===== config.mk =====
export PLATFORM = sky130hd
export DESIGN_NAME = body_warn_timer
export DESIGN_NICKNAME = d
export VERILOG_FILES = /design/src/body_warn_pkg.sv /design/src/body_warn_timer.sv
export SDC_FILE = /design/constraint.sdc
export NUM_CORES = 1
export LEC_CHECK = 0
export ABC_AREA = 1
export BUFFER_PORTS_ARGS = -buffer_cell sky130_fd_sc_hd__buf_2
export CAP_MARGIN = 20
export CORE_MARGIN = 2
export CORE_UTILIZATION = 50
export DETAILED_ROUTE_END_ITERATION = 10
export HOLD_SLACK_MARGIN = 0.06
export PLACE_DENSITY = 0.7
export SLEW_MARGIN = 20
export SYNTH_ARGS = -nofsm -noshare
export SYNTH_HDL_FRONTEND = slang
export SYNTH_SLANG_ARGS = --single-unit

===== constraint.sdc =====
create_clock -name aclk -period 2.7 [get_ports aclk]
set_clock_uncertainty 0.15 [all_clocks]
set_input_delay 0.405 -clock aclk [delete_from_list [all_inputs] [get_ports aclk]]
set_output_delay 0.405 -clock aclk [all_outputs]
set_load 0.02 [all_outputs]

===== src/body_warn_pkg.sv =====
// Purpose: constants and types shared by the body warning and lock timer
// Assumes: 200 MHz system clock, 0.1 s time base
// Notes: all second-scale timers count time-base ticks
package body_warn_pkg;

  // clock and time base
  localparam int unsigned CLK_PERIOD_NS = 5;
  localparam int unsigned TICK_NS = 100_000_000;
  localparam int unsigned TICK_CYCLES_DEF = TICK_NS / CLK_PERIOD_NS;
  localparam int unsigned DEBOUNCE_NS = 10_000_000;
  localparam int unsigned DEBOUNCE_CYCLES_DEF = DEBOUNCE_NS / CLK_PERIOD_NS;
  localparam int unsigned TICK_MS = 100;

  // second-scale durations in ms, and as ticks
  localparam int unsigned UNLOCK_MS = 5000;
  localparam int unsigned CLOSE_WIN_MS = 500;
  localparam int unsigned CHIME_PERIOD_MS = 800;
  localparam int unsigned BELT_MS = 6000;
  localparam int unsigned BLINK_HALF_MS = 500;
  localparam logic [7:0] UNLOCK_TICKS = 8'(UNLOCK_MS / TICK_MS);
  localparam logic [7:0] CLOSE_WIN_TICKS = 8'(CLOSE_WIN_MS / TICK_MS);
  localparam logic [7:0] CHIME_HALF_TICKS = 8'(CHIME_PERIOD_MS / TICK_MS / 2);
  localparam logic [7:0] BELT_TICKS = 8'(BELT_MS / TICK_MS);
  localparam logic [7:0] BLINK_HALF_TICKS = 8'(BLINK_HALF_MS / TICK_MS);

  // register map, byte addresses
  localparam logic [7:0] CTRL_ADDR = 8'h00;
  localparam logic [7:0] STATUS_ADDR = 8'h04;
  localparam logic [7:0] INPUTS_ADDR = 8'h08;
  localparam int unsigned CTRL_LOCKOUT_BIT = 0;
  localparam int unsigned CTRL_CHIME_BIT = 1;
  localparam logic [1:0] CTRL_RESET = 2'h3;
  localparam logic [1:0] RESP_OKAY = 2'h0;
  localparam logic [1:0] RESP_SLVERR = 2'h2;

  // switch inputs; lock bits high = LOCK, door bit 0 = driver door
  typedef struct packed {
    logic key_in;
    logic ignition_run_input;
    logic tail_lamp;
    logic belt_fastened;
    logic speed_over;
    logic lock_drv;
    logic lock_pas;
    logic lock_cmd;
    logic [3:0] door_open;
  } sw_t;

  typedef struct packed {
    logic chime;
    logic door_ajar_lamp;
    logic belt_lamp;
    logic unlock;
  } lamps_t;

  typedef enum logic [2:0] {
    UNLK_IDLE = 3'h1,
    UNLK_REMIND = 3'h2,
    UNLK_LOCKOUT = 3'h4
  } unlk_state_t;

endpackage


===== src/body_warn_timer.sv =====
// Purpose: chime, warning lamps and protective unlock pulses of a body
//   controller, with an AXI4-Lite register window
// Assumes: switch pins asynchronous; speed_over is a 10 km/h threshold flag
// Notes: one clock, synchronous active-low reset, ce freezes all state
//
// The implementer's own choices: the placing of the registers and register access over AXI4-Lite.
`timescale 1ns/1ps

module body_warn_timer
  import body_warn_pkg::*;
#(
  parameter int unsigned TICK_CYCLES = TICK_CYCLES_DEF,
  parameter int unsigned DEBOUNCE_CYCLES = DEBOUNCE_CYCLES_DEF
) (
  // clock, reset, enable
  input wire logic aclk,
  input wire logic aresetn,
  input wire logic ce,
  // switch pins
  input wire sw_t sw_pin,
  // lamp, chime and actuator drives
  output lamps_t drive,
  // axi4-lite slave
  input wire logic [7:0] s_awaddr,
  input wire logic s_awvalid,
  output logic s_awready,
  input wire logic [31:0] s_wdata,
  input wire logic [3:0] s_wstrb,
  input wire logic s_wvalid,
  output logic s_wready,
  output logic [1:0] s_bresp,
  output logic s_bvalid,
  input wire logic s_bready,
  input wire logic [7:0] s_araddr,
  input wire logic s_arvalid,
  output logic s_arready,
  output logic [31:0] s_rdata,
  output logic [1:0] s_rresp,
  output logic s_rvalid,
  input wire logic s_rready
);

  function automatic logic [7:0] count_down(input logic [7:0] c,
                                            input logic t);
    count_down = (t && c != 8'h00) ? c - 8'h01 : c;
  endfunction

  sw_t sync1, sync2, sw_last, db, db_prev;
  logic [24:0] tick_cnt, deb_cnt;
  logic tick;
  logic [1:0] ctrl;
  logic key, ign, drv_open, any_open, lock_edge;
  logic lamp_alert, kr_chime, belt_chime;
  logic [7:0] chime_cnt, blink_cnt, unlk_cnt, win_cnt, belt_cnt;
  logic chime_phase, blink_phase;
  unlk_state_t unlk_state;
  lamps_t next_drive;

  // time base
  always_ff @(posedge aclk) begin
    if (!aresetn) begin
      tick_cnt <= 25'h0;
      tick <= 1'b0;
    end else if (ce) begin
      tick <= (tick_cnt == 25'(TICK_CYCLES - 1));
      tick_cnt <= (tick_cnt == 25'(TICK_CYCLES - 1)) ? 25'h0
                  : tick_cnt + 25'h1;
    end
  end

  // pins pass two flops, then a shared stability counter
  always_ff @(posedge aclk) begin
    if (!aresetn) begin
      sync1 <= '0;
      sync2 <= '0;
      sw_last <= '0;
      deb_cnt <= 25'h0;
      db <= '0;
      db_prev <= '0;
    end else if (ce) begin
      sync1 <= sw_pin;
      sync2 <= sync1;
      sw_last <= sync2;
      db_prev <= db;
      if (sync2 != sw_last) begin
        deb_cnt <= 25'h0;
      end else if (deb_cnt == 25'(DEBOUNCE_CYCLES - 1)) begin
        db <= sw_last;
      end else begin
        deb_cnt <= deb_cnt + 25'h1;
      end
    end
  end

  assign key = db.key_in;
  assign ign = db.ignition_run_input;
  assign drv_open = db.door_open[0];
  assign any_open = |db.door_open;
  assign lock_edge = (db.lock_drv & ~db_prev.lock_drv)
                     | (db.lock_pas & ~db_prev.lock_pas)
                     | (db.lock_cmd & ~db_prev.lock_cmd);

  // key reminder has priority, both stay quiet with ignition run
  assign kr_chime = key & drv_open & ~ign;

  always_ff @(posedge aclk) begin
    if (!aresetn) begin
      lamp_alert <= 1'b0;
    end else if (ce) begin
      if (ign) begin
        lamp_alert <= 1'b0;
      end else if (db.tail_lamp & ~key & drv_open) begin
        lamp_alert <= 1'b1;
      end else if (~db.tail_lamp & ~drv_open) begin
        lamp_alert <= 1'b0;
      end
    end
  end

  // shared phase generators for chime pulsing and lamp blinking
  always_ff @(posedge aclk) begin
    if (!aresetn) begin
      chime_cnt <= CHIME_HALF_TICKS;
      chime_phase <= 1'b1;
      blink_cnt <= BLINK_HALF_TICKS;
      blink_phase <= 1'b1;
    end else if (ce && tick) begin
      chime_cnt <= (chime_cnt == 8'h01) ? CHIME_HALF_TICKS
                   : chime_cnt - 8'h01;
      if (chime_cnt == 8'h01) begin
        chime_phase <= ~chime_phase;
      end
      blink_cnt <= (blink_cnt == 8'h01) ? BLINK_HALF_TICKS
                   : blink_cnt - 8'h01;
      if (blink_cnt == 8'h01) begin
        blink_phase <= ~blink_phase;
      end
    end
  end

  // unlock pulse: reminder pulses run out, lockout pulses end on close
  always_ff @(posedge aclk) begin
    if (!aresetn) begin
      unlk_state <= UNLK_IDLE;
      unlk_cnt <= 8'h00;
      win_cnt <= 8'h00;
    end else if (ce) begin
      win_cnt <= count_down(win_cnt, tick);
      if (!key) begin
        win_cnt <= 8'h00;
      end else if (lock_edge) begin
        win_cnt <= CLOSE_WIN_TICKS;
      end
      case (unlk_state)
        UNLK_IDLE: begin
          if (key && drv_open && lock_edge) begin
            unlk_state <= UNLK_REMIND;
            unlk_cnt <= UNLOCK_TICKS;
          // close may debounce in the same cycle as the lock edge
          end else if (key && (win_cnt != 8'h00 || lock_edge) && !drv_open
                       && db_prev.door_open[0]) begin
            unlk_state <= UNLK_REMIND;
            unlk_cnt <= UNLOCK_TICKS;
          end else if (db.tail_lamp && drv_open && !ign && lock_edge) begin
            unlk_state <= UNLK_REMIND;
            unlk_cnt <= UNLOCK_TICKS;
          end else if (!key && any_open && lock_edge && !db.speed_over
                       && ctrl[CTRL_LOCKOUT_BIT]) begin
            unlk_state <= UNLK_LOCKOUT;
            unlk_cnt <= UNLOCK_TICKS;
          end
        end
        UNLK_REMIND: begin
          unlk_cnt <= count_down(unlk_cnt, tick);
          if (unlk_cnt == 8'h00) begin
            unlk_state <= UNLK_IDLE;
          end
        end
        UNLK_LOCKOUT: begin
          // key insertion is deliberately ignored here
          unlk_cnt <= count_down(unlk_cnt, tick);
          if (!any_open || unlk_cnt == 8'h00) begin
            unlk_state <= UNLK_IDLE;
            unlk_cnt <= 8'h00;
          end
        end
        default: begin
          unlk_state <= UNLK_IDLE;
          unlk_cnt <= 8'h00;
        end
      endcase
    end
  end

  // seat belt warning
  always_ff @(posedge aclk) begin
    if (!aresetn) begin
      belt_cnt <= 8'h00;
      belt_chime <= 1'b0;
    end else if (ce) begin
      if (!ign) begin
        belt_cnt <= 8'h00;
        belt_chime <= 1'b0;
      end else if (!db_prev.ignition_run_input) begin
        belt_cnt <= BELT_TICKS;
        belt_chime <= ~db.belt_fastened;
      end else if (!db.belt_fastened && db_prev.belt_fastened) begin
        belt_cnt <= BELT_TICKS;
        belt_chime <= 1'b1;
      end else begin
        belt_cnt <= count_down(belt_cnt, tick);
        if (db.belt_fastened || belt_cnt == 8'h00) begin
          belt_chime <= 1'b0;
        end
      end
    end
  end

  always_comb begin
    next_drive.chime = 1'b0;
    if (kr_chime) begin
      next_drive.chime = 1'b1;
    end else if (lamp_alert) begin
      next_drive.chime = chime_phase;
    end else if (belt_chime && belt_cnt != 8'h00) begin
      next_drive.chime = 1'b1;
    end
    if (!ctrl[CTRL_CHIME_BIT]) begin
      next_drive.chime = 1'b0;
    end
    next_drive.door_ajar_lamp = any_open & (~db.speed_over | blink_phase);
    next_drive.belt_lamp = ign & (belt_cnt != 8'h00) & blink_phase;
    next_drive.unlock = (unlk_cnt != 8'h00);
  end

  always_ff @(posedge aclk) begin
    if (!aresetn) begin
      drive <= '0;
    end else if (ce) begin
      drive <= next_drive;
    end
  end

  // axi4-lite write channel
  logic aw_held, w_held;
  logic [7:0] aw_addr;
  logic [31:0] w_data;
  logic [3:0] w_strb;
  assign s_awready = ~aw_held & ~s_bvalid;
  assign s_wready = ~w_held & ~s_bvalid;

  always_ff @(posedge aclk) begin
    if (!aresetn) begin
      aw_held <= 1'b0;
      w_held <= 1'b0;
      aw_addr <= 8'h00;
      w_data <= 32'h0;
      w_strb <= 4'h0;
      s_bvalid <= 1'b0;
      s_bresp <= RESP_OKAY;
      ctrl <= CTRL_RESET;
    end else if (ce) begin
      if (s_awvalid && s_awready) begin
        aw_held <= 1'b1;
        aw_addr <= s_awaddr;
      end
      if (s_wvalid && s_wready) begin
        w_held <= 1'b1;
        w_data <= s_wdata;
        w_strb <= s_wstrb;
      end
      if (aw_held && w_held && !s_bvalid) begin
        aw_held <= 1'b0;
        w_held <= 1'b0;
        s_bvalid <= 1'b1;
        if (aw_addr == CTRL_ADDR) begin
          s_bresp <= RESP_OKAY;
          if (w_strb[0]) begin
            ctrl <= w_data[1:0];
          end
        end else if (aw_addr == STATUS_ADDR || aw_addr == INPUTS_ADDR) begin
          s_bresp <= RESP_OKAY;
        end else begin
          s_bresp <= RESP_SLVERR;
        end
      end else if (s_bvalid && s_bready) begin
        s_bvalid <= 1'b0;
      end
    end
  end

  // axi4-lite read channel
  assign s_arready = ~s_rvalid;

  always_ff @(posedge aclk) begin
    if (!aresetn) begin
      s_rvalid <= 1'b0;
      s_rdata <= 32'h0;
      s_rresp <= RESP_OKAY;
    end else if (ce) begin
      if (s_arvalid && s_arready) begin
        s_rvalid <= 1'b1;
        s_rresp <= RESP_OKAY;
        if (s_araddr == CTRL_ADDR) begin
          s_rdata <= {30'h0, ctrl};
        end else if (s_araddr == STATUS_ADDR) begin
          s_rdata <= {22'h0, unlk_state, lamp_alert, belt_chime,
                      kr_chime, drive};
        end else if (s_araddr == INPUTS_ADDR) begin
          s_rdata <= {20'h0, db};
        end else begin
          s_rdata <= 32'h0;
          s_rresp <= RESP_SLVERR;
        end
      end else if (s_rvalid && s_rready) begin
        s_rvalid <= 1'b0;
      end
    end
  end

  property p_key_chime;
    @(posedge aclk) disable iff (!aresetn)
    ce && kr_chime && ctrl[CTRL_CHIME_BIT] |=> drive.chime;
  endproperty
  a_key_chime: assert property (p_key_chime)
    else $error("key reminder chime not sounding");

  property p_chime_quiet;
    @(posedge aclk) disable iff (!aresetn)
    ce && !kr_chime && !lamp_alert && belt_cnt == 8'h00 |=> !drive.chime;
  endproperty
  a_chime_quiet: assert property (p_chime_quiet)
    else $error("chime sounds without a cause");

  property p_ign_inhibit;
    @(posedge aclk) disable iff (!aresetn)
    ce && ign |=> !lamp_alert;
  endproperty
  a_ign_inhibit: assert property (p_ign_inhibit)
    else $error("lamp alert active with ignition run");

  property p_priority;
    @(posedge aclk) disable iff (!aresetn)
    ce && kr_chime && lamp_alert && !chime_phase
      && ctrl[CTRL_CHIME_BIT] |=> drive.chime;
  endproperty
  a_priority: assert property (p_priority)
    else $error("lamp alert pulsing overrides key chime");

  property p_unlock_len;
    @(posedge aclk) disable iff (!aresetn)
    ce && unlk_state == UNLK_IDLE && key && drv_open && lock_edge
      |=> unlk_cnt == UNLOCK_TICKS && unlk_state == UNLK_REMIND;
  endproperty
  a_unlock_len: assert property (p_unlock_len)
    else $error("reminder unlock not loaded with full period");

  property p_lockout_close;
    @(posedge aclk) disable iff (!aresetn)
    ce && unlk_state == UNLK_LOCKOUT && !any_open
      |=> unlk_cnt == 8'h00 ##1 !drive.unlock;
  endproperty
  a_lockout_close: assert property (p_lockout_close)
    else $error("lockout unlock continues after door closed");

  property p_ajar_steady;
    @(posedge aclk) disable iff (!aresetn)
    ce && any_open && !db.speed_over |=> drive.door_ajar_lamp;
  endproperty
  a_ajar_steady: assert property (p_ajar_steady)
    else $error("door ajar lamp not steady at low speed");

  property p_ajar_off;
    @(posedge aclk) disable iff (!aresetn)
    ce && !any_open |=> !drive.door_ajar_lamp;
  endproperty
  a_ajar_off: assert property (p_ajar_off)
    else $error("door ajar lamp lit with doors closed");

  property p_belt_start;
    @(posedge aclk) disable iff (!aresetn)
    ce && ign && !db_prev.ignition_run_input && !db.belt_fastened
      |=> belt_cnt == BELT_TICKS && belt_chime;
  endproperty
  a_belt_start: assert property (p_belt_start)
    else $error("belt warning not started at ignition on");

  property p_belt_off;
    @(posedge aclk) disable iff (!aresetn)
    ce && !ign |=> !drive.belt_lamp && belt_cnt == 8'h00;
  endproperty
  a_belt_off: assert property (p_belt_off)
    else $error("belt warning survives ignition off");

  property p_speed_block;
    @(posedge aclk) disable iff (!aresetn)
    ce && unlk_state == UNLK_IDLE && db.speed_over
      |=> unlk_state != UNLK_LOCKOUT;
  endproperty
  a_speed_block: assert property (p_speed_block)
    else $error("lockout prevention started above threshold");

endmodule


Word-level counts from Yosys, hierarchy flattened. Cells that the tools add are included.

Register bits: 209. Input port bits: 72. Word-level logic and storage cells: 249.

Add/sub/neg operators: 7. Equal/unequal tests: 19. Muxes and demuxes: 53. Bitwise gates (word level): 32. Reduce and logical (&&, ||, !) cells: 68.

Operator list (count): $mux 8 (15); $mux 25 (3); $add 25x1->25 const B (2); $sub 8x1->8 const B (5); $mux 12 (3); $logic_not 8->1 (4); $reduce_and 2->1 (16); $eq 25x21->1 const B (1); $eq 25x25->1 const B (1); $logic_and 1x1->1 (25); $pmux 8 s3 (1); $reduce_bool 8->1 (3); $mux 1 (19); $mux 3 (6); $eq 8x1->1 const B (2); $eq 8x3->1 const B (2); $eq 8x4->1 const B (2); $not 1->1 (16); $and 1x1->1 (13); $ne 12x12->1 (1); $mux 2 (5); $pmux 3 s3 (1); $ne 4x2->1 const B (2); $reduce_and 4->1 (2); 13 further kinds (29).

Logic depth before layout (Yosys ltp).
Depth after elaboration: 12. Depth in mapped cells: 12. Depth with buffers taken out: 12.

Worst setup path before layout. No wires, ideal clock.

Kind: register to register. Start point: register deb_cnt[0]. End point: register db[2] (netlist name). Setup time: 138 ps. Data arrival time: 1643 ps. Path slack: 768 ps. Stages on the path, launching flop included: 10. Buffers on the path: 1. Clock period less this slack: 1932 ps. Cells stage by stage: dfxtp_1 ha_1 nand3_2 nor2_4 nand3_2 nor2_4 nand2_1 buf_2 nand2_1 a21oi_1.

Longest elaborated chain between the ends: 2.

RTL lines: from (decl) (line body_warn_timer.sv:49) `logic [24:0] tick_cnt, deb_cnt;`; from (signal assigned) (line body_warn_timer.sv:90) `deb_cnt <= deb_cnt + 25'h1;`; $eq 25x21->1 (line body_warn_timer.sv:87) `end else if (deb_cnt == 25'(DEBOUNCE_CYCLES - 1)) begin`; $reduce_and 3->1 (no line); to (signal assigned) (line body_warn_timer.sv:88) `db <= sw_last;`; to (decl) (line body_warn_timer.sv:48) `sw_t sync1, sync2, sw_last, db, db_prev;`.

No other way between the ends. A chain may end at the register's enable or synchronous reset.

Final worst setup path.
Start point: register deb_cnt[0]. End point: register db (netlist bit key).

The elaborated chain is that of the path after synthesis.

==> impl_metrics.yaml <==
global_routing:
  grtUsageTotal: 0.2244
  antenna_found_initial: 0
  grt-ovfl-total: 0
  grt_start_max_net_pins: 63
  grt_pass1_wl_mm: 38.06
  grt_pass1_vias: 8215
synthesis:
  synth_fa_ha_area_frac: 0.01414
  yosysTopAreaCell: "dfxtp_1"
  synthSimpleGateAreaFrac: 0.3410
  yosysUniqueCellTypes: 38
  ys_seq_elements: 187
  yosysSeqAreaShare: 0.3845
  synth_cells: 1493
  muxShareOfSynthArea: 0
  yosysWarnings: 0
  synth-xor-area-share: 0.02969
  synth_top_area_frac: 0.3845
  synth_area_leaders: "dfxtp_1 38%, nand2_1 14%, nor2_1 9.0%"
  synth_top_family_by_area: "simple AND/OR/NAND/NOR gates"
  synth_compound_area_frac: 0.1266
  syn_area_um2: 9736
  synth.avg_cell_area_um2: 6.521
sta:
  maxSlewHeadroom: 0.5883
  worst_slew_pin_slew_ns: 0.6120
  hold_viol: 0
  hold_ws_ns: 0.07257
  setup_viol: 0
  fin_crit_ns: 2.350
  fin_crit_sh: 0.8702
  rsz0062_at_grt: "no"
  fin_tns_setup_ns: 0
  slew_violations: 0
  max_freq_mhz: 425.6
critical_path:
  setup.worst_path.start_class: "flop"
  timing.rr.start: "deb_cnt[0]$_SDFFE_PN0P_"
  critPathBufInv: 0
  crit_fanout: 14
  endpoint_kind: "flop"
  criticalPathCategory: "flop to flop"
  reg2reg_depth: 8
  cpPeakStageDelay_ns: 0.45
  cp_slowest_cell: "dfxtp_1"
  reg2reg_slack_ns: 0.35
  cp_data_required_time_ns: 2.85
  cp_top_family: "simple AND/OR/NAND/NOR gates"
  r2r_end: "key$_SDFFE_PN0P_"
  path_cells: "ha_1 > nand3_2 > nor2_4 > nand3_2 > nor2_4 > nand2_2 > nand2_1 > a21oi_1"
  cp.arrival_ns: 2.50
route:
  drc: 0
  drt_wl_total_mm: 22.79
  first_pass_iters: 5
  avgRoutedWirePerCell_um: 12.48
  drt_iter0_drc: 512
  vias: 9238
  viasPerCell: 5.059
  ant_nets: 0
cts:
  cts.path.max_buffers: 2
  cts.clk_slew.worst_paths_ns: 0.09
  cts.sinks: 187
  root_buffer: "clkbuf_16"
  clkLatencyLatePin_ns: 0.44
  htree_levels: 4
  cts_tree: "yes"
  cts_buffers: 17
worst_hold_path:
  hold_end: "s_rvalid$_SDFFE_PN0P_"
  hold_depth: 4
  min_path_type: "primary input to flop"
  holdCritStartpoint: "s_rready"
placed_design:
  io_buffers: 61
  gp_congestion: 0.8912
  dp_hpwl_mm: 15.87
power_and_ir_drop:
  power_density_nw_per_um2: 597.8
  ir_drop_mv: 0.3866
  p_leak_nw: 4.470
floorplan:
  die_y_um: 143.5
  io_pins: 117
  core_um2: 19270
  die_x_um: 143.5
  initial_core_util: 0.5052
  die_area_um2: 20600
  row_count: 51
run:
  cap_viol_max_count: 0
finish:
  final_layout_size_suffix_gt1_frac: 0.08392
  diodes: 0
  area_growth_pct: 12.60
  final_nets: 1631
outcome:
  status: "complete, no violations"
cells by family after synthesis:
group,Yosys count
simple gates,789
flops,187
xor+xnor,33
buf+inv,239
other cells,1
compound gates,233
fa+ha+maj,11
synth_stat cells (all sizes together):
master	count
a21oi	128
nor2	239
conb	1
nor3b	1
nand3b	1
o21bai	5
o21ai	83
nand4	29
nand2	360
a31oi	2
nor4	5
and2	1
o22ai	6
xnor2	5
ha	11
xor2	28
nor3	36
dfxtp	187
or2	5
buf	37
a211oi	4
o2bb2ai	2
clkbuf	33
nand3	112
o211ai	3
inv	169
cell usage in the layout (no fill, tap or decap), drive strengths merged, types with 3 or more instances in the layout:
master,count
conb,22
nor2,239
xnor2,5
nor3,36
a21oi,128
xor2,28
o21ai,83
nand2,360
a211oi,4
dfxtp,187
nand4,29
o211ai,3
ha,11
nor4,5
clkbuf,17
o21bai,5
o22ai,6
or2,5
nand3,112
buf,71
inv,176
clkinv,7
dlygate4sd3,14
registers in the layout, summed over array words and instances, names as in the netlist, 3 cells and up:
name / cells
deb_cnt: 25
sync2: 12
sync1: 12
chime_cnt: 8
drive: 4
win_cnt: 8
unlk_cnt: 8
unlk_state: 3
db: 10
s_rdata: 12
blink_cnt: 8
belt_cnt: 8
tick_cnt: 25
aw_addr: 8
sw_last: 12
db_prev: 6
worst max-delay path by stage:
stage                            start                  to  slack, ns  cells past startpoint
2_1_floorplan  deb_cnt[0]$_SDFFE_PN0P_  db[2]$_SDFFE_PN0P_       0.77                      9
3_3_place_gp   deb_cnt[0]$_SDFFE_PN0P_  db[4]$_SDFFE_PN0P_       0.34                      8
3_5_place_dp   deb_cnt[0]$_SDFFE_PN0P_    key$_SDFFE_PN0P_       0.27                      8
4_1_cts        deb_cnt[0]$_SDFFE_PN0P_    key$_SDFFE_PN0P_       0.26                      8
5_1_grt        deb_cnt[0]$_SDFFE_PN0P_  db[4]$_SDFFE_PN0P_       0.13                      8
6_report       deb_cnt[0]$_SDFFE_PN0P_    key$_SDFFE_PN0P_       0.35                      8
area by class of cell:
class | instances | area, um^2
clock buffer | 17 | 425.4
fill | 1921 | 8309
multi-input combinational | 1088 | 5064
sequential | 187 | 3744
clock inverter | 15 | 227.7
tap | 265 | 331.6
timing repair buffer | 85 | 535.5
inverter | 169 | 634.4
where the power goes:
group          internal (W)  switching (W)
registers           0.00287      0.0000927
clock network       0.00138        0.00131
logic              0.000289       0.000613
total               0.00454        0.00202
timing repair:
action,4_1_cts,5_1_grt
setup endpoints to repair,0,2
hold buffers,14,0
hold endpoints to repair,14,0
gates resized for setup,0,1
buffers inserted,0,0
tightest hold or removal path, delay by kind of cell:
family                 cells  cell delay, ns
AOI/OAI and AO/OA          1            0.05
buffers and inverters      1            0.08
and+or+nand+nor            2            0.09
through the flow:
| stage | power (W) | instances | setup WS (ns) | cell area [um^2] | util |
|---|---|---|---|---|---|
| final | 0.006553 | 1826 | 0.3505 | 10960 | 0.5688 |
| after global routing | 0.006875 | 1826 | 0.1287 | 10960 | 0.5688 |
| after CTS | 0.006596 | 1826 | 0.2555 | 10960 | 0.5687 |
| after detailed placement | 0.003898 | 1780 | 0.2732 | 10170 | 0.5275 |
| after global placement | 0.003876 | 1780 | 0.3397 | 10170 | 0.5275 |
| after floorplan | 0.003705 | 1514 | 0.7685 | 9814 | - |
routing by layer:
metal / GRT usage / share of wire
met3: 0.04399 / 0.037
met2: 0.3704 / 0.47
met1: 0.2956 / 0.47
met4: 0.07224 / 0.020
met5: 0 / 0
Power figures use the tool's default switching activity.
